==> config.mk <==
export PLATFORM = sky130hd
export DESIGN_NAME = fcs_host
export DESIGN_NICKNAME = d
export VERILOG_FILES = /design/src/core/fcs_pkg.sv /design/src/core/fcs_host.sv
export SDC_FILE = /design/constraint.sdc
export NUM_CORES = 1
export LEC_CHECK = 0
export ABC_AREA = 1
export BUFFER_PORTS_ARGS = -buffer_cell sky130_fd_sc_hd__buf_2
export CORE_MARGIN = 3
export CORE_UTILIZATION = 45
export DETAILED_ROUTE_END_ITERATION = 8
export SETUP_SLACK_MARGIN = 0.3
export SYNTH_ARGS = -nofsm -noshare
export SYNTH_HDL_FRONTEND = slang
export SYNTH_SLANG_ARGS = --single-unit
==> constraint.sdc <==
create_clock -name mclk -period 1.8 [get_ports mclk]
set_input_delay 0.18 -clock mclk [delete_from_list [all_inputs] [get_ports mclk]]
set_output_delay 0.18 -clock mclk [all_outputs]
set_load 0.01 [all_outputs]
==> src/core/fcs_pkg.sv <==
package fcs_pkg;
   localparam int         ADDR_W        = 16;
   localparam int         DATA_W        = 8;
   localparam int         CMD_ADDR_W    = 15;
   localparam logic [14:0] ADDR_UNLOCK1 = 15'h5555;
   localparam logic [14:0] ADDR_UNLOCK2 = 15'h2aaa;
   localparam logic [7:0] DATA_UNLOCK1  = 8'haa;
   localparam logic [7:0] DATA_UNLOCK2  = 8'h55;
   localparam logic [7:0] DATA_SETUP    = 8'h80;
   localparam logic [7:0] DATA_ERASE    = 8'h10;
   localparam logic [7:0] DATA_ID_ENTRY = 8'h90;
   localparam logic [7:0] DATA_ID_ALT   = 8'h60;
   localparam logic [7:0] DATA_ID_EXIT  = 8'hf0;
   localparam logic [15:0] ADDR_MFR_CODE = 16'h0000;
   localparam logic [15:0] ADDR_DEV_CODE = 16'h0001;
   localparam int         CLK_MHZ       = 100;
   localparam int         PAUSE_US      = 10;
   localparam int         PU_READ_US    = 100;
   localparam int         PU_WRITE_MS   = 5;
   localparam int         WRITE_CYC_MS  = 10;
   localparam int         ERASE_MS      = 50;
   localparam int         BYTE_LOAD_WINDOW_US = 200;
   localparam int         PAUSE_CYC     = PAUSE_US * CLK_MHZ;
   localparam int         PU_READ_CYC   = PU_READ_US * CLK_MHZ;
   localparam int         PU_WRITE_CYC  = PU_WRITE_MS * 1000 * CLK_MHZ;
   localparam int         WRITE_CYC_CYC = WRITE_CYC_MS * 1000 * CLK_MHZ;
   localparam int         ERASE_CYC     = ERASE_MS * 1000 * CLK_MHZ;
   localparam int         BLW_CYC       = BYTE_LOAD_WINDOW_US * CLK_MHZ;
   localparam int         STROBE_CYC    = 10;
   localparam logic [3:0] OP_READ       = 4'h0;
   localparam logic [3:0] OP_WRITE      = 4'h1;
   localparam logic [3:0] OP_ERASE      = 4'h2;
   localparam logic [3:0] OP_ID_ENTRY   = 4'h3;
   localparam logic [3:0] OP_ID_ALT     = 4'h4;
   localparam logic [3:0] OP_ID_EXIT    = 4'h5;
   localparam logic [3:0] OP_ID_READ    = 4'h6;
   localparam int         CNT_W         = 32;
   typedef enum logic [5:0] {
      FCS_PWRUP  = 6'h01,
      FCS_IDLE   = 6'h02,
      FCS_WSTRB  = 6'h04,
      FCS_WGAP   = 6'h08,
      FCS_RSTRB  = 6'h10,
      FCS_WAIT   = 6'h20
   } fcs_state_t;
endpackage

==> src/core/fcs_host.sv <==
`timescale 1ns/1ps
// Function
// - Chip erase is sent as six writes AA/5555, 55/2AAA, 80/5555, AA/5555, 55/2AAA, 10/5555.
// - Command addresses use the low fifteen address bits and data uses the eight data lines.
// - Standard identification entry is AA/5555, 55/2AAA, 90/5555.
// - Identification exit is AA/5555, 55/2AAA, F0/5555, and each entry or exit is followed by a 10 us pause.
// - The host sends the three-write or the six-write identification entry, whichever req_op selects.
// - After power-up the host waits the same 5 ms power-up count before its first read.
// - After power-up the host waits 5 ms before its first write.
// - Byte loads of one page follow each other within 200 us, after which programming starts; the host leaves that gap to the requester.
module fcs_host #(
   parameter int PU_WRITE_CYC  = fcs_pkg::PU_WRITE_CYC,
   parameter int WRITE_CYC_CYC = fcs_pkg::WRITE_CYC_CYC,
   parameter int ERASE_CYC     = fcs_pkg::ERASE_CYC
) (
   input  wire logic        mclk,
   input  wire logic        rst_b,
   input  wire logic        req_valid,
   input  wire logic [3:0]  req_op,
   input  wire logic [15:0] req_addr,
   input  wire logic [7:0]  req_data,
   input  wire logic        req_last,
   output logic             req_ready,
   output logic             rsp_valid,
   output logic [7:0]       rsp_data,
   output logic             ce_b,
   output logic             oe_b,
   output logic             we_b,
   output logic [15:0]      addr,
   output logic [7:0]       dq_out,
   output logic             dq_oe,
   input  wire logic [7:0]  dq_in
);
   localparam int W = fcs_pkg::CNT_W;
   fcs_pkg::fcs_state_t state_r, state_nxt;
   logic [W-1:0]  tmr_r, tmr_nxt, pu_r, pu_nxt;
   logic [2:0]    step_r, step_nxt, nstep_r, nstep_nxt;
   logic [3:0]    op_r, op_nxt;
   logic          last_r, last_nxt;
   logic          ready_r, ready_nxt, rv_r, rv_nxt;
   logic [7:0]    rd_r, rd_nxt;
   logic          ce_r, ce_nxt, oe_r, oe_nxt, we_r, we_nxt, doe_r, doe_nxt;
   logic [15:0]   a_r, a_nxt;
   logic [7:0]    d_r, d_nxt;
   logic [14:0]   seq_a;
   logic [7:0]    seq_d;

   // Command step table, indexed by position in the sequence.
   always_comb begin
      seq_a = fcs_pkg::ADDR_UNLOCK1;
      seq_d = fcs_pkg::DATA_UNLOCK1;
      case (step_r)
         3'd1, 3'd4: begin
            seq_a = fcs_pkg::ADDR_UNLOCK2;
            seq_d = fcs_pkg::DATA_UNLOCK2;
         end
         3'd2: begin
            seq_d = (op_r == fcs_pkg::OP_ID_ENTRY) ? fcs_pkg::DATA_ID_ENTRY :
                    (op_r == fcs_pkg::OP_ID_EXIT)  ? fcs_pkg::DATA_ID_EXIT  : fcs_pkg::DATA_SETUP;
         end
         3'd5: begin
            seq_d = (op_r == fcs_pkg::OP_ID_ALT) ? fcs_pkg::DATA_ID_ALT : fcs_pkg::DATA_ERASE;
         end
         default: begin
            seq_a = fcs_pkg::ADDR_UNLOCK1;
         end
      endcase
   end

   always_comb begin
      state_nxt = state_r;
      tmr_nxt   = tmr_r;
      pu_nxt    = (pu_r != '0) ? pu_r - W'(1) : pu_r;
      step_nxt  = step_r;
      nstep_nxt = nstep_r;
      op_nxt    = op_r;
      last_nxt  = last_r;
      ready_nxt = 1'b0;
      rv_nxt    = 1'b0;
      rd_nxt    = rd_r;
      ce_nxt    = ce_r;
      oe_nxt    = oe_r;
      we_nxt    = we_r;
      doe_nxt   = doe_r;
      a_nxt     = a_r;
      d_nxt     = d_r;
      case (state_r)
         // writes wait for the power-up count.
         fcs_pkg::FCS_PWRUP: begin
            if (pu_r == '0) begin
               state_nxt = fcs_pkg::FCS_IDLE;
               ready_nxt = 1'b1;
            end
         end
         fcs_pkg::FCS_IDLE: begin
            ready_nxt = 1'b1;
            if (req_valid && ready_r) begin
               ready_nxt = 1'b0;
               op_nxt    = req_op;
               last_nxt  = req_last;
               step_nxt  = 3'd0;
               tmr_nxt   = W'(fcs_pkg::STROBE_CYC);
               ce_nxt    = 1'b0;
               // reads are legal once the idle state is reached.
               if (req_op == fcs_pkg::OP_READ || req_op == fcs_pkg::OP_ID_READ) begin
                  state_nxt = fcs_pkg::FCS_RSTRB;
                  oe_nxt    = 1'b0;
                  a_nxt     = (req_op == fcs_pkg::OP_ID_READ) ?
                              (req_addr[0] ? fcs_pkg::ADDR_DEV_CODE : fcs_pkg::ADDR_MFR_CODE) : req_addr;
               end else begin
                  state_nxt = fcs_pkg::FCS_WSTRB;
                  we_nxt    = 1'b0;
                  doe_nxt   = 1'b1;
                  nstep_nxt = (req_op == fcs_pkg::OP_ERASE || req_op == fcs_pkg::OP_ID_ALT) ? 3'd6 :
                              (req_op == fcs_pkg::OP_WRITE) ? 3'd1 : 3'd3;
                  a_nxt     = (req_op == fcs_pkg::OP_WRITE) ? req_addr : {1'b0, fcs_pkg::ADDR_UNLOCK1};
                  d_nxt     = (req_op == fcs_pkg::OP_WRITE) ? req_data : fcs_pkg::DATA_UNLOCK1;
               end
            end
         end
         fcs_pkg::FCS_RSTRB: begin
            tmr_nxt = tmr_r - W'(1);
            if (tmr_r == W'(1)) begin
               rd_nxt    = dq_in;
               rv_nxt    = 1'b1;
               ce_nxt    = 1'b1;
               oe_nxt    = 1'b1;
               ready_nxt = 1'b1;
               state_nxt = fcs_pkg::FCS_IDLE;
            end
         end
         fcs_pkg::FCS_WSTRB: begin
            tmr_nxt = tmr_r - W'(1);
            if (tmr_r == W'(1)) begin
               we_nxt    = 1'b1;
               ce_nxt    = 1'b1;
               step_nxt  = step_r + 3'd1;
               tmr_nxt   = W'(fcs_pkg::STROBE_CYC);
               state_nxt = fcs_pkg::FCS_WGAP;
            end
         end
         fcs_pkg::FCS_WGAP: begin
            tmr_nxt = tmr_r - W'(1);
            if (tmr_r == W'(1)) begin
               doe_nxt = 1'b0;
               if (step_r != nstep_r) begin
                  state_nxt = fcs_pkg::FCS_WSTRB;
                  tmr_nxt   = W'(fcs_pkg::STROBE_CYC);
                  ce_nxt    = 1'b0;
                  we_nxt    = 1'b0;
                  doe_nxt   = 1'b1;
                  a_nxt     = {1'b0, seq_a};
                  d_nxt     = seq_d;
               end else if (op_r == fcs_pkg::OP_WRITE && !last_r) begin
                  // ready for the next byte at once; the load window is not timed here.
                  state_nxt = fcs_pkg::FCS_IDLE;
                  ready_nxt = 1'b1;
               end else begin
                  state_nxt = fcs_pkg::FCS_WAIT;
                  tmr_nxt   = (op_r == fcs_pkg::OP_ERASE) ? W'(ERASE_CYC) :
                              (op_r == fcs_pkg::OP_WRITE) ? W'(WRITE_CYC_CYC + fcs_pkg::BLW_CYC) :
                              W'(fcs_pkg::PAUSE_CYC);
               end
            end
         end
         fcs_pkg::FCS_WAIT: begin
            tmr_nxt = tmr_r - W'(1);
            if (tmr_r == W'(1)) begin
               state_nxt = fcs_pkg::FCS_IDLE;
               ready_nxt = 1'b1;
            end
         end
         default: begin
            state_nxt = fcs_pkg::FCS_IDLE;
         end
      endcase
   end

   always_ff @(posedge mclk or negedge rst_b) begin
      if (!rst_b) begin
         state_r <= fcs_pkg::FCS_PWRUP;
         tmr_r   <= '0;
         pu_r    <= W'(PU_WRITE_CYC);
         step_r  <= 3'd0;
         nstep_r <= 3'd0;
         op_r    <= fcs_pkg::OP_READ;
         last_r  <= 1'b0;
         ready_r <= 1'b0;
         rv_r    <= 1'b0;
         rd_r    <= '0;
         ce_r    <= 1'b1;
         oe_r    <= 1'b1;
         we_r    <= 1'b1;
         doe_r   <= 1'b0;
         a_r     <= '0;
         d_r     <= '0;
      end else begin
         state_r <= state_nxt;
         tmr_r   <= tmr_nxt;
         pu_r    <= pu_nxt;
         step_r  <= step_nxt;
         nstep_r <= nstep_nxt;
         op_r    <= op_nxt;
         last_r  <= last_nxt;
         ready_r <= ready_nxt;
         rv_r    <= rv_nxt;
         rd_r    <= rd_nxt;
         ce_r    <= ce_nxt;
         oe_r    <= oe_nxt;
         we_r    <= we_nxt;
         doe_r   <= doe_nxt;
         a_r     <= a_nxt;
         d_r     <= d_nxt;
      end
   end

   assign req_ready = ready_r;
   assign rsp_valid = rv_r;
   assign rsp_data  = rd_r;
   assign ce_b      = ce_r;
   assign oe_b      = oe_r;
   assign we_b      = we_r;
   assign addr      = a_r;
   assign dq_out    = d_r;
   assign dq_oe     = doe_r;
endmodule

==> results.md, run 1 <==
- The minimum clock period after layout is 1.85 ns.
- The static leakage is 5.81 nW.
- The capture point of the worst reg-to-reg path is addr[11].
- In this run the power density over the cells is 576 nW/um2.
- The endpoint of the most critical setup path is addr[11].
- The master of the slowest instance on the critical path is sky130_fd_sc_hd__dfrtp_2.
- In the layout the commonest cells are sky130_fd_sc_hd__nand2_1, sky130_fd_sc_hd__buf_4, sky130_fd_sc_hd__dfrtp_1.
- In this run the mean area of a mapped cell was 7.37 um2.
- Summing every instance area after synthesis gives 7190 um2.
- The wire length on met3 is 1130 um.
- The type of the tightest min-delay check is input port to flop.
- TritonCTS created 17 clock buffers.
- The checks that failed: setup timing.
- CTS placed an instance of sky130_fd_sc_hd__clkbuf_16 at the clock tree root.
- The signal on the critical path passes through nor2_4 > nand2_2 > nor2_4 > nand2_4 > nor2_8 > nor2_4 > nor2_8 > nand3_4 > clkbuf_16 > nand2_2 > o21ai_2.
- The sum of routed wire length over all layers is 24100 um.
- The chip width is 132 um.
- Compared with the post-synthesis result, the final layout area differs by 60.3%.
- The clock latency reported for the late side of the worst-skew pair is 0.42 ns.
- The post-placement setup slack is -0.0654 ns.
- The number of antenna violations at the first check in global routing is 0.
- Once detailed placement completed, the half-perimeter wirelength came to 14900 um.
- For this configuration, the core starts out at a cell density of 0.466.
- The kind of start point of the critical path is a flop.
- The number of sinks handled by clock tree synthesis is 119.
- The core region is 15400 um2.
- The height of the die is 132 um.
- 78 I/O pins were placed.
- The total of warnings raised by yosys is 0.
- Entering global routing, the biggest net connects 55 pins.
- The sequential share of the synthesized area is 0.416.
- The critical path is of the flop to flop type.
- After detailed routing, the wire length on met1 is 10100 um.
- Synthesis produced a netlist whose cell count is 975.
- The global-route wire length before repair is 36700 um.
- The total of fill cells in the finished design is 1091.
- Data on the critical path is required at its endpoint by 2.12 ns.
- The worst-margin pin slew is 0.375 ns.
- Once routing completed, OpenROAD measured the worst setup slack at -0.0488 ns.
- Among the stages of the critical path, the cell type that occurs most often is sky130_fd_sc_hd__nor2_4.
- The largest stage delay on the critical path is 0.46 ns.
- The multi-input logic area is 4640 um2.
- Setup repair after global routing could not meet its margin everywhere.
- Routed signal wires occupy layers up through met4.
- The floorplan has 45 rows.
- TritonCTS built the clock tree.
- The kind of end point of the critical path is a flop.
- The buffer levels on the longest clock path is 2.
- Summing all flip-flop and latch instances after layout gives 3000 um2.
- Leaving out fill and tap cells, the most frequent cell in the layout is sky130_fd_sc_hd__nand2_1.
- The number of global-route vias before repair is 7586.
- The worst pin sits at a relative slew slack of 0.748.
- The area of the die is 17500 um2.
- The number of cells on the worst reg-to-reg path is 11.
- Wire segments on met2 add up to 12200 um in the final route.
- In the finished design, the share of the clock period the worst path needs comes to 1.03.
- Routability-driven placement finished with a final weighted congestion of 0.873.
- The overall overflow remaining after global route is 0.
- On the final layout, the worst hold slack is 0.0256 ns.
- At the worst endpoint, the arrival time is 2.16 ns.
- The maximum VDD drop is 0.740 mV.
- The post-route DRC violation count is 0.
- The number of different library cells in the post-synthesis netlist is 42.
- The share of synthesized area in the top cell type comes to 0.376.
- In this run the tool buffered the top-level ports with 77 buffer cells.
- The max capacitance violation total is 0.
- The setup violation total in the final timing report is 24.
- The ratio of routed vias to standard cells is 5.15.
- The first detailed-routing pass ran for 9 iterations.
- Detailed routing inserted a total of 7806 vias.
- The average wire length per cell after detail routing is 15.9 um.
- The most used flip-flop cell after synthesis is sky130_fd_sc_hd__dfrtp_1.
- Of the cells placed in the final design, the portion with a size suffix greater than 1 is 0.490.
- Yosys mapped a number of flops with a built-in enable equal to 0.
- The worst register-to-register path has a setup slack of -0.05 ns.
- The worst-case clock skew is 0.0107 ns.
- The final number of max-transition violations came to 0.
- The starting DRC count in detailed routing is 425.
- By area the synthesized netlist is led by sky130_fd_sc_hd__dfrtp_1, sky130_fd_sc_hd__nand2_1, sky130_fd_sc_hd__nor2_1.
- The startpoint of the worst register-to-register path is tmr_r[5].
- When the netlist entered floorplanning its net count stood at 1022.
- The clock-pin slew on the worst setup and hold paths is 0.06 ns.
- Counting flops with an async set or reset pin after synthesis yields a share of 1.00.
- The overall fraction of global-route tracks in use is 0.258.
- For this run, the top clock speed supported by timing is 541 MHz.
- In this run the remaining antenna-violating nets after routing total 0.
- 0 antenna diodes ended up in the layout.
- The largest driver fanout on the critical path is 16.
- The H-tree was split into 4 levels.
- The worst setup path startpoint is tmr_r[5].
- The final-report hold violation count is 0.
- For this run, the post-layout net count is 1338.
- The register bit count reported by yosys is 119.
- The flow ran to the end, but the final reports show violations.
- The largest area contributor in the netlist is sky130_fd_sc_hd__dfrtp_1.
==> logic make-up after synthesis <==
group,Yosys count,synth area share
flip-flops,119,0.416
buffers and inverters,140,0.0808
XOR/XNOR,33,0.0402
adder cells (fa/ha/maj),7,0.0122
AO/OA/AOI/OAI,115,0.0952
AND/OR/NAND/NOR,561,0.355
==> layout make-up <==
type / count / share of cell area
timing repair buffer: 304 / 0.209
clock inverter: 9 / 0.0141
timing repair inverter: 3 / 0.00272
clock buffer: 23 / 0.0424
inverter: 128 / 0.0454
sequential: 119 / 0.261
multi-input combinational: 718 / 0.402
tap: 211 / 0.0229
==> what timing repair did <==
action,in CTS,in global routing
buffers inserted,67,35
hold endpoints to repair,33,0
setup endpoints to repair,111,113
hold buffers,11,0
gates resized for setup,193,130
gates cloned,6,3
pin swaps,60,52
==> flip-flops by register name (all words and copies together), names as in the netlist <==
register   cells
last_r         1
step_r         3
req_ready      1
oe_b           1
dq_out         8
ce_b           1
state_r        6
pu_r          32
tmr_r         32
rsp_data       8
addr          16
rsp_valid      1
we_b           1
op_r           4
dq_oe          1
nstep_r        3
==> cells in the mapped netlist (2+ instances only) <==
cell type,n
sky130_fd_sc_hd__xnor2_1,17
sky130_fd_sc_hd__nand3b_1,3
sky130_fd_sc_hd__nor2_4,7
sky130_fd_sc_hd__buf_2,5
sky130_fd_sc_hd__nor3_1,7
sky130_fd_sc_hd__dfstp_2,11
sky130_fd_sc_hd__a31o_2,3
sky130_fd_sc_hd__inv_2,8
sky130_fd_sc_hd__buf_6,6
sky130_fd_sc_hd__a21oi_1,28
sky130_fd_sc_hd__xor2_1,16
sky130_fd_sc_hd__dfrtp_1,108
sky130_fd_sc_hd__inv_1,119
sky130_fd_sc_hd__a31oi_1,2
sky130_fd_sc_hd__nor2_1,142
sky130_fd_sc_hd__ha_1,7
sky130_fd_sc_hd__nand2_1,258
sky130_fd_sc_hd__o21ai_2,21
sky130_fd_sc_hd__o21ai_1,5
sky130_fd_sc_hd__nor2_8,2
sky130_fd_sc_hd__or2_2,6
sky130_fd_sc_hd__o22ai_1,3
sky130_fd_sc_hd__nor2_2,12
sky130_fd_sc_hd__nand4_1,21
sky130_fd_sc_hd__nor4_1,2
sky130_fd_sc_hd__o21ai_0,49
sky130_fd_sc_hd__nand2_2,17
sky130_fd_sc_hd__nand3_4,2
sky130_fd_sc_hd__nand3_1,72
sky130_fd_sc_hd__nand2_4,4
==> stage by stage <==
| stage | power, mW | TNS (ns) | utilization | instance area (um2) | instances |
|---|---|---|---|---|---|
| after floorplan | 2.76 | 0 | - | 7310 | 975 |
| after global placement | 2.88 | -0.126 | 0.566 | 8740 | 1361 |
| after detailed placement | 2.88 | -0.240 | 0.566 | 8740 | 1361 |
| after CTS | 6.65 | 0 | 0.694 | 10700 | 1477 |
| after global routing | 6.81 | -3.87 | 0.747 | 11500 | 1515 |
| final | 6.64 | -0.469 | 0.747 | 11500 | 1515 |
==> critical path: cells and delay by family (launching register included) <==
family                 cells  cell delay [ns]
AO/OA/AOI/OAI              1             0.04
buffers and inverters      1             0.24
flip-flops                 1             0.46
AND/OR/NAND/NOR            9             0.99
==> layer usage <==
| layer | vias to the layer above | track usage |
|---|---|---|
| li1 | 3765 | - |
| met1 | 3732 | 0.332 |
| met2 | 254 | 0.435 |
| met3 | 55 | 0.0489 |
| met4 | 0 | 0.0953 |
| met5 | - | 0 |
==> worst min-delay path by stage <==
| stage | from | to | slack, ns | depth (start not counted) |
|---|---|---|---|---|
| 2_1_floorplan | rst_b | addr[0] | -0.12 | 0 |
| 5_1_grt | req_op[2] | op_r[2] | 0.03 | 3 |
| 4_1_cts | req_op[2] | op_r[2] | 0.01 | 3 |
| 6_report | req_op[2] | op_r[2] | 0.03 | 3 |
| 3_3_place_gp | rst_b | tmr_r[31] | 0.13 | 1 |
| 3_5_place_dp | rst_b | tmr_r[31] | 0.13 | 1 |
==> where the power goes <==
group | switching (mW) | total (mW) | internal, mW
logic | 0.102 | 0.169 | 0.0677
clock network | 1.31 | 3.79 | 2.48
registers | 0 | 2.68 | 2.68
total | 1.41 | 6.64 | 5.23
Power figures use the tool's default switching activity.
==> inputs of run 2 (changes only) <==
--- a/config.mk
+++ b/config.mk
@@ -9,6 +9,7 @@
 export BUFFER_PORTS_ARGS = -buffer_cell sky130_fd_sc_hd__buf_2
 export CORE_MARGIN = 3
 export CORE_UTILIZATION = 45
+export CTS_BUF_LIST = sky130_fd_sc_hd__clkbuf_4 sky130_fd_sc_hd__clkbuf_8 sky130_fd_sc_hd__clkbuf_16
 export DETAILED_ROUTE_END_ITERATION = 8
 export SETUP_SLACK_MARGIN = 0.3
 export SYNTH_ARGS = -nofsm -noshare
==> run 2 against run 1 <==
The flow still finishes with violations (setup timing). Combinational power about the same. Sequential power about the same. Via count up 2.0%. Count of clock-buffer cells in the layout unchanged. Register-to-register slack about the same. Setup slack better by 0.0068 ns. Clock skew down 0.0023 ns. Wire length up 4.3%. Power up 0.24%. Global-route usage down 0.073 points. Maximum frequency up 0.37%. Largest power group unchanged. Highest routed layer unchanged.
==> results.md, run 2 (synthesis gave the netlist of run 1 again) <==
- The critical path required time is 2.09 ns (-0.03 ns).
- The height of the die is 132 um (unchanged).
- The normalized max-slew margin is 0.714 (-0.0336).
- The synthesis-to-layout area growth is 64.0%.
- The worst-margin pin slew came to 0.425 ns (+0.0498 ns).
- The maximum VDD drop is 0.693 mV (-6.4%).
- The global-route wire length before repair is 36600 um (-0.17%).
- The setup violation total in the final timing report is 18 (-25%).
- The maximum operating frequency is 543 MHz (+0.37%).
- The final number of max-transition violations came to 0 (unchanged).
- The kind of start point of the critical path is a flop.
- The overall fraction of global-route tracks in use is 0.257 (-0.000729).
- The buffer levels on the longest clock path was 2 (unchanged).
- The count of placed standard cells in the final layout, fillers left out is 1526 (+0.73%).
- The worst hold margin came to 0.0262 ns (+0.000577 ns).
- The final total power came to 6.65 mW (+0.24%).
- The period utilization is 1.02 (-0.00378).
- The last weighted congestion value of the routability-driven placer came to 0.873 (unchanged).
- The largest driver fanout on the critical path is 4 (-12).
- The total half-perimeter wirelength after legalization and detailed placement is 14900 um (unchanged).
- The number of global-route vias before repair was 7576 (-0.13%).
- The layout cell share with drive strength beyond 1 is 0.510 (+0.0195).
- The final reports fail on setup timing.
- The sum of routed wire length over all layers was 25200 um (+4.3%).
- The kind of end point of the critical path is a flop.
- The clock-pin slew on the worst setup and hold paths is 0.06 ns (about the same).
- The chip width was 132 um (unchanged).
- The count of nets after finishing is 1349 (+0.82%).
- The library cell used most frequently in the layout, excluding fill and tap cells, is sky130_fd_sc_hd__nand2_1.
- The number of inserted diodes came to 0 (unchanged).
- The final-report hold violation count is 0 (unchanged).
- The number of rows created at floorplan is 45 (unchanged).
- The port buffer count was 77 (unchanged).
- The number of placed I/O pins is 78 (unchanged).
- The root buffer cell chosen for the clock tree is sky130_fd_sc_hd__clkbuf_16.
- Setup repair after global routing could not meet its margin everywhere.
- The average wire length per cell after detail routing is 16.5 um (+3.6%).
- The type of the tightest min-delay check is input port to flop.
- The core outline area is 15400 um2 (unchanged).
- The ratio of routed vias to standard cells is 5.22 (+1.3%).
- The initial standard-cell utilization of the core is 0.466 (unchanged).
- The number of clock buffers inserted by TritonCTS was 17 (unchanged).
- The maximum level of the CTS H-tree is 4 (unchanged).
- The minimum clock period after layout was 1.84 ns (-0.00680 ns).
- The largest net degree at the start of global routing is 55 (unchanged).
- The run finished, with violations left.
- The clock latency reported for the late side of the worst-skew pair is 0.42 ns (about the same).
- The total iterations of the first detailed-routing run came to 5 (-4).
- The number of cells after detailed placement is 1361 (unchanged).
- The TritonCTS clock tree is yes.
- The post-placement setup slack came to -0.0654 ns (unchanged).
- The number of sinks handled by clock tree synthesis is 119 (unchanged).
- The power density over the cells came to 565 nW/um2 (-2.0%).
- The critical path in this run is classified as flop to flop.
- The via count is 7962 (+2.0%).
- The area of the die is 17500 um2 (unchanged).
- The overall overflow remaining after global route is 0 (unchanged).
- The number of antenna violations at the first check in global routing came to 0 (unchanged).
- The starting DRC count in detailed routing is 499 (+17%).
- The worst-case clock skew is 0.00839 ns (-0.00227 ns).
- The critical path data arrival time is 2.13 ns (-0.03 ns).
- In the layout the commonest cells are sky130_fd_sc_hd__nand2_1, sky130_fd_sc_hd__buf_4, sky130_fd_sc_hd__dfrtp_1.
- The post-route DRC violation count is 0 (unchanged).
- The static leakage is 5.93 nW (+2.0%).
- The final worst setup slack is -0.0420 ns (+0.00680 ns).
- The total of fill cells in the finished design is 1039 (-4.8%).
- The accumulated negative setup slack was -0.235 ns (+0.234 ns).
- The number of routed nets with antenna violations came to 0 (unchanged).
- The max capacitance violation total is 0 (unchanged).
run 2: changes by cell type in the layout (fill, tap and decap cells not counted), sizes merged:
| cell | before | now |
|---|---|---|
| buf | 290 | 301 |
run 2: power by group:
group | internal, mW | total, mW | leakage [nW] | switching (mW)
clock | 2.51 | 3.80 | 0.321 | 1.29
sequential | 2.68 | 2.68 | 1.38 | 0
combinational | 0.0678 | 0.170 | 4.23 | 0.102
run 2: worst max-delay path: stages, from the launching register on:
cell and delay (ns):
sky130_fd_sc_hd__dfrtp_1 0.41, sky130_fd_sc_hd__nor2_2 0.21, sky130_fd_sc_hd__nand2_2 0.12, sky130_fd_sc_hd__inv_2 0.09, sky130_fd_sc_hd__nand2_4 0.07, sky130_fd_sc_hd__nor2_4 0.11, sky130_fd_sc_hd__nand4_1 0.19, sky130_fd_sc_hd__buf_4 0.22
sky130_fd_sc_hd__o211ai_1 0.29
run 2: final timing paths:
kind                              start        end  slack (ns)  cells after the start
max                             pu_r[7]  req_ready       -0.04                      8
min                        req_addr[15]   addr[15]        0.03                      3
max reg2reg                     pu_r[7]  req_ready       -0.04                      8
min reg2reg                        we_b       we_b        0.47                      2
max in group asynchronous         rst_b       ce_b        0.90                      3
min in group asynchronous         rst_b   pu_r[27]        0.23                      2
run 2: metrics by stage:
stage,utilization,cell area (um2)
6_report,0.764,11800
4_1_cts,0.694,10700
3_5_place_dp,0.566,8740
3_3_place_gp,0.566,8740
2_1_floorplan,-,7310
5_1_grt,0.764,11800
run 2: cell type report:
| type | count | area (um2) | area share |
|---|---|---|---|
| Tap cell | 211 | 264 | 0.0224 |
| Multi-Input combinational cell | 718 | 4770 | 0.405 |
| Sequential cell | 119 | 3010 | 0.255 |
| Timing Repair Buffer | 315 | 2520 | 0.214 |
| Clock buffer | 23 | 495 | 0.0420 |
| Inverter | 128 | 528 | 0.0448 |
| Timing Repair inverter | 3 | 31.3 | 0.00265 |
| Clock inverter | 9 | 163 | 0.0138 |
run 2: what timing repair did:
item	in CTS	in global routing
hold endpoints to repair	33	0
gates resized for setup	191	179
buffers inserted	67	45
gates cloned	6	4
endpoints found under the setup margin	111	113
pin swaps	59	60
hold buffers	11	0
run 2: metal layers:
layer  track usage  part of all wire
met4        0.0941             0.042
met5             0                 0
met3        0.0504             0.045
met1         0.330              0.41
met2         0.433              0.51
==> inputs of run 3 (changes only) <==
--- a/config.mk
+++ b/config.mk
@@ -6,11 +6,11 @@
 export NUM_CORES = 1
 export LEC_CHECK = 0
 export ABC_AREA = 1
-export BUFFER_PORTS_ARGS = -buffer_cell sky130_fd_sc_hd__buf_2
 export CORE_MARGIN = 3
 export CORE_UTILIZATION = 45
 export CTS_BUF_LIST = sky130_fd_sc_hd__clkbuf_4 sky130_fd_sc_hd__clkbuf_8 sky130_fd_sc_hd__clkbuf_16
 export DETAILED_ROUTE_END_ITERATION = 8
+export DONT_BUFFER_PORTS = 1
 export SETUP_SLACK_MARGIN = 0.3
 export SYNTH_ARGS = -nofsm -noshare
 export SYNTH_HDL_FRONTEND = slang
==> run 3 against run 2 <==
The flow finishes with violations (hold timing, setup timing). Wire length up 7.7%. Maximum frequency is 4.7% lower. Setup slack worse by 0.091 ns. Hold slack worse by 0.58 ns. Register-to-register slack got worse by 0.09 ns. Core utilization decreased by 1.3 points. Global-route usage increased by 1.5 points. Critical path depth unchanged. First-iteration DRC count increased by 31%. Design area is 1.8% lower. Count of clock-buffer cells in the layout down 5.
==> results.md, run 3 (synthesis gave the netlist of run 1 again) <==
- The run finished, with violations left.
- The checks that failed: hold timing, setup timing.
- The worst-margin pin slew is 0.475 ns (+0.0502 ns).
- The number of clock buffers inserted by TritonCTS is 17 (unchanged).
- The final worst setup slack was -0.133 ns (-0.0905 ns).
- The minimum clock period after layout came to 1.93 ns (+0.0905 ns).
- The layout cell share with drive strength beyond 1 came to 0.480 (-0.0295).
- The kind of end point of the critical path is a flop.
- The period utilization was 1.07 (+0.0503).
- The maximum level of the CTS H-tree is 4 (unchanged).
- The height of the die was 132 um (unchanged).
- The clock-pin slew on the worst setup and hold paths is 0.06 ns (about the same).
- The multi-input logic area came to 4880 um2 (+2.3%).
- The total iterations of the first detailed-routing run is 6 (+1).
- The buffer levels on the longest clock path is 2 (unchanged).
- The core outline area is 15400 um2 (unchanged).
- The synthesis-to-layout area growth is 61.1%.
- The kind of critical path is flop to flop.
- The critical path data arrival time is 2.25 ns (+0.12 ns).
- The sum of routed wire length over all layers was 27100 um (+7.7%).
- The number of placed I/O pins was 78 (unchanged).
- The accumulated negative setup slack is -5.26 ns (-5.02 ns).
- The static leakage is 5.56 nW (-6.2%).
- The largest driver fanout on the critical path is 3 (-1).
- The post-placement setup slack was -0.0959 ns (-0.0305 ns).
- The total of fill cells in the finished design came to 1008 (-3.0%).
- The ratio of routed vias to standard cells was 5.51 (+5.5%).
- The clock latency reported for the late side of the worst-skew pair came to 0.44 ns (+0.02 ns).
- The library cell used most frequently in the layout, excluding fill and tap cells, is sky130_fd_sc_hd__nand2_1.
- The number of hold buffers added after CTS was 29 (+18).
- In the layout the commonest cells are sky130_fd_sc_hd__nand2_1, sky130_fd_sc_hd__buf_4, sky130_fd_sc_hd__dfrtp_1.
- The maximum VDD drop came to 0.678 mV (-2.1%).
- The last weighted congestion value of the routability-driven placer was 0.916 (+5.0%).
- The starting DRC count in detailed routing is 652 (+31%).
- The number of sinks handled by clock tree synthesis was 119 (unchanged).
- The average wire length per cell after detail routing was 18.6 um (+13%).
- The area of the die is 17500 um2 (unchanged).
- The number of global-route vias before repair is 7767 (+2.5%).
- The number of rows created at floorplan is 45 (unchanged).
- The worst-case clock skew is 0.0109 ns (+0.00252 ns).
- The number of inserted diodes came to 0 (unchanged).
- The critical path required time is 2.12 ns (+0.03 ns).
- The overall fraction of global-route tracks in use came to 0.272 (+0.0146).
- The post-route DRC violation count came to 0 (unchanged).
- The total half-perimeter wirelength after legalization and detailed placement is 14300 um (-4.2%).
- The final number of max-transition violations was 0 (unchanged).
- The setup violation total in the final timing report is 76 (+58).
- The global-route wire length before repair was 38700 um (+5.7%).
- The share of the core filled with cells is 0.750 (-0.0134).
- The kind of start point of the critical path is a flop.
- The port buffer count came to 0 (-100%).
- The initial standard-cell utilization of the core came to 0.466 (unchanged).
- The chip width is 132 um (unchanged).
- TritonCTS built the clock tree.
- The path class of the tightest hold or removal check is input port to asynchronous set/reset pin.
- The cell at the root of the clock tree is sky130_fd_sc_hd__clkbuf_16.
- The largest net degree at the start of global routing is 120 (+120%).
- The overall overflow remaining after global route was 0 (unchanged).
- The number of antenna violations at the first check in global routing was 0 (unchanged).
- The worst hold margin is -0.555 ns (-0.582 ns).
- Setup repair after global routing could not meet its margin everywhere.
- The via count was 8033 (+0.89%).
- The power density over the cells came to 546 nW/um2 (-3.3%).
- The final-report hold violation count came to 119 (+119).
- The count of nets after finishing is 1282 (-5.0%).
- The maximum operating frequency is 517 MHz (-4.7%).
- The number of routed nets with antenna violations came to 0 (unchanged).
- The area of all sequential standard cells was 3000 um2 (-0.42%).
- The max capacitance violation total is 0 (unchanged).
- The normalized max-slew margin is 0.680 (-0.0338).
-- run 3: layout make-up --
type,count,area share
Multi-Input combinational cell,719,0.421
Inverter,128,0.0449
Timing Repair inverter,1,0.000757
Sequential cell,119,0.259
Clock inverter,14,0.0138
Clock buffer,18,0.0379
Timing Repair Buffer,249,0.200
Tap cell,211,0.0228
-- run 3: worst max-delay path, cell delays in order (launching register included) --
cell and delay (ns):
sky130_fd_sc_hd__dfrtp_2 0.45, sky130_fd_sc_hd__nor2_4 0.15, sky130_fd_sc_hd__nand2_2 0.09, sky130_fd_sc_hd__inv_2 0.09, sky130_fd_sc_hd__nand2_4 0.07, sky130_fd_sc_hd__nor2_4 0.14
sky130_fd_sc_hd__nand4_1 0.26, sky130_fd_sc_hd__buf_4 0.26, sky130_fd_sc_hd__o211ai_1 0.29
-- run 3: metal layers --
| metal | vias up | global-route usage | routed length [um] |
|---|---|---|---|
| met5 | - | 0 | 0 |
| met4 | 0 | 0.107 | 1350 |
| met3 | 111 | 0.0485 | 1600 |
| met2 | 361 | 0.457 | 13500 |
| met1 | 3911 | 0.350 | 10600 |
| li1 | 3650 | - | - |
-- run 3: path summary, 6_finish.rpt --
check                      depth (start not counted)         to  slack (ns)        start
max                                                8  req_ready       -0.13      pu_r[7]
max in group asynchronous                          0       we_b        2.08        rst_b
max reg2reg                                        8  req_ready       -0.13      pu_r[7]
min in group mclk                                  4    addr[6]        0.06  req_addr[6]
min                                                0  tmr_r[19]       -0.56        rst_b
min reg2reg                                        2   pu_r[17]        0.47     pu_r[17]
-- run 3: per-stage QoR --
stage / cell area, um2 / hold WS, ns / power (mW) / std cells
after floorplan: 7310 / -0.116 / 2.76 / 975
after global placement: 8240 / -0.107 / 2.77 / 1274
after detailed placement: 8240 / -0.107 / 2.77 / 1274
after CTS: 10600 / -0.560 / 6.32 / 1426
after global routing: 11600 / -0.565 / 6.47 / 1459
final: 11600 / -0.555 / 6.32 / 1459
-- run 3: timing repair --
| action | CTS | global route |
|---|---|---|
| resized for setup | 223 | 169 |
| cloned | 8 | 2 |
| setup buffers | 83 | 31 |
| pin swaps | 76 | 76 |
| setup endpoints to repair | 118 | 119 |
| endpoints found under the hold margin | 150 | 119 |
-- run 3: power breakdown --
group | internal [mW] | leakage, nW | switching, mW
Combinational | 0.0559 | 3.88 | 0.0466
Clock | 2.11 | 0.293 | 1.44
Sequential | 2.68 | 1.39 | 0
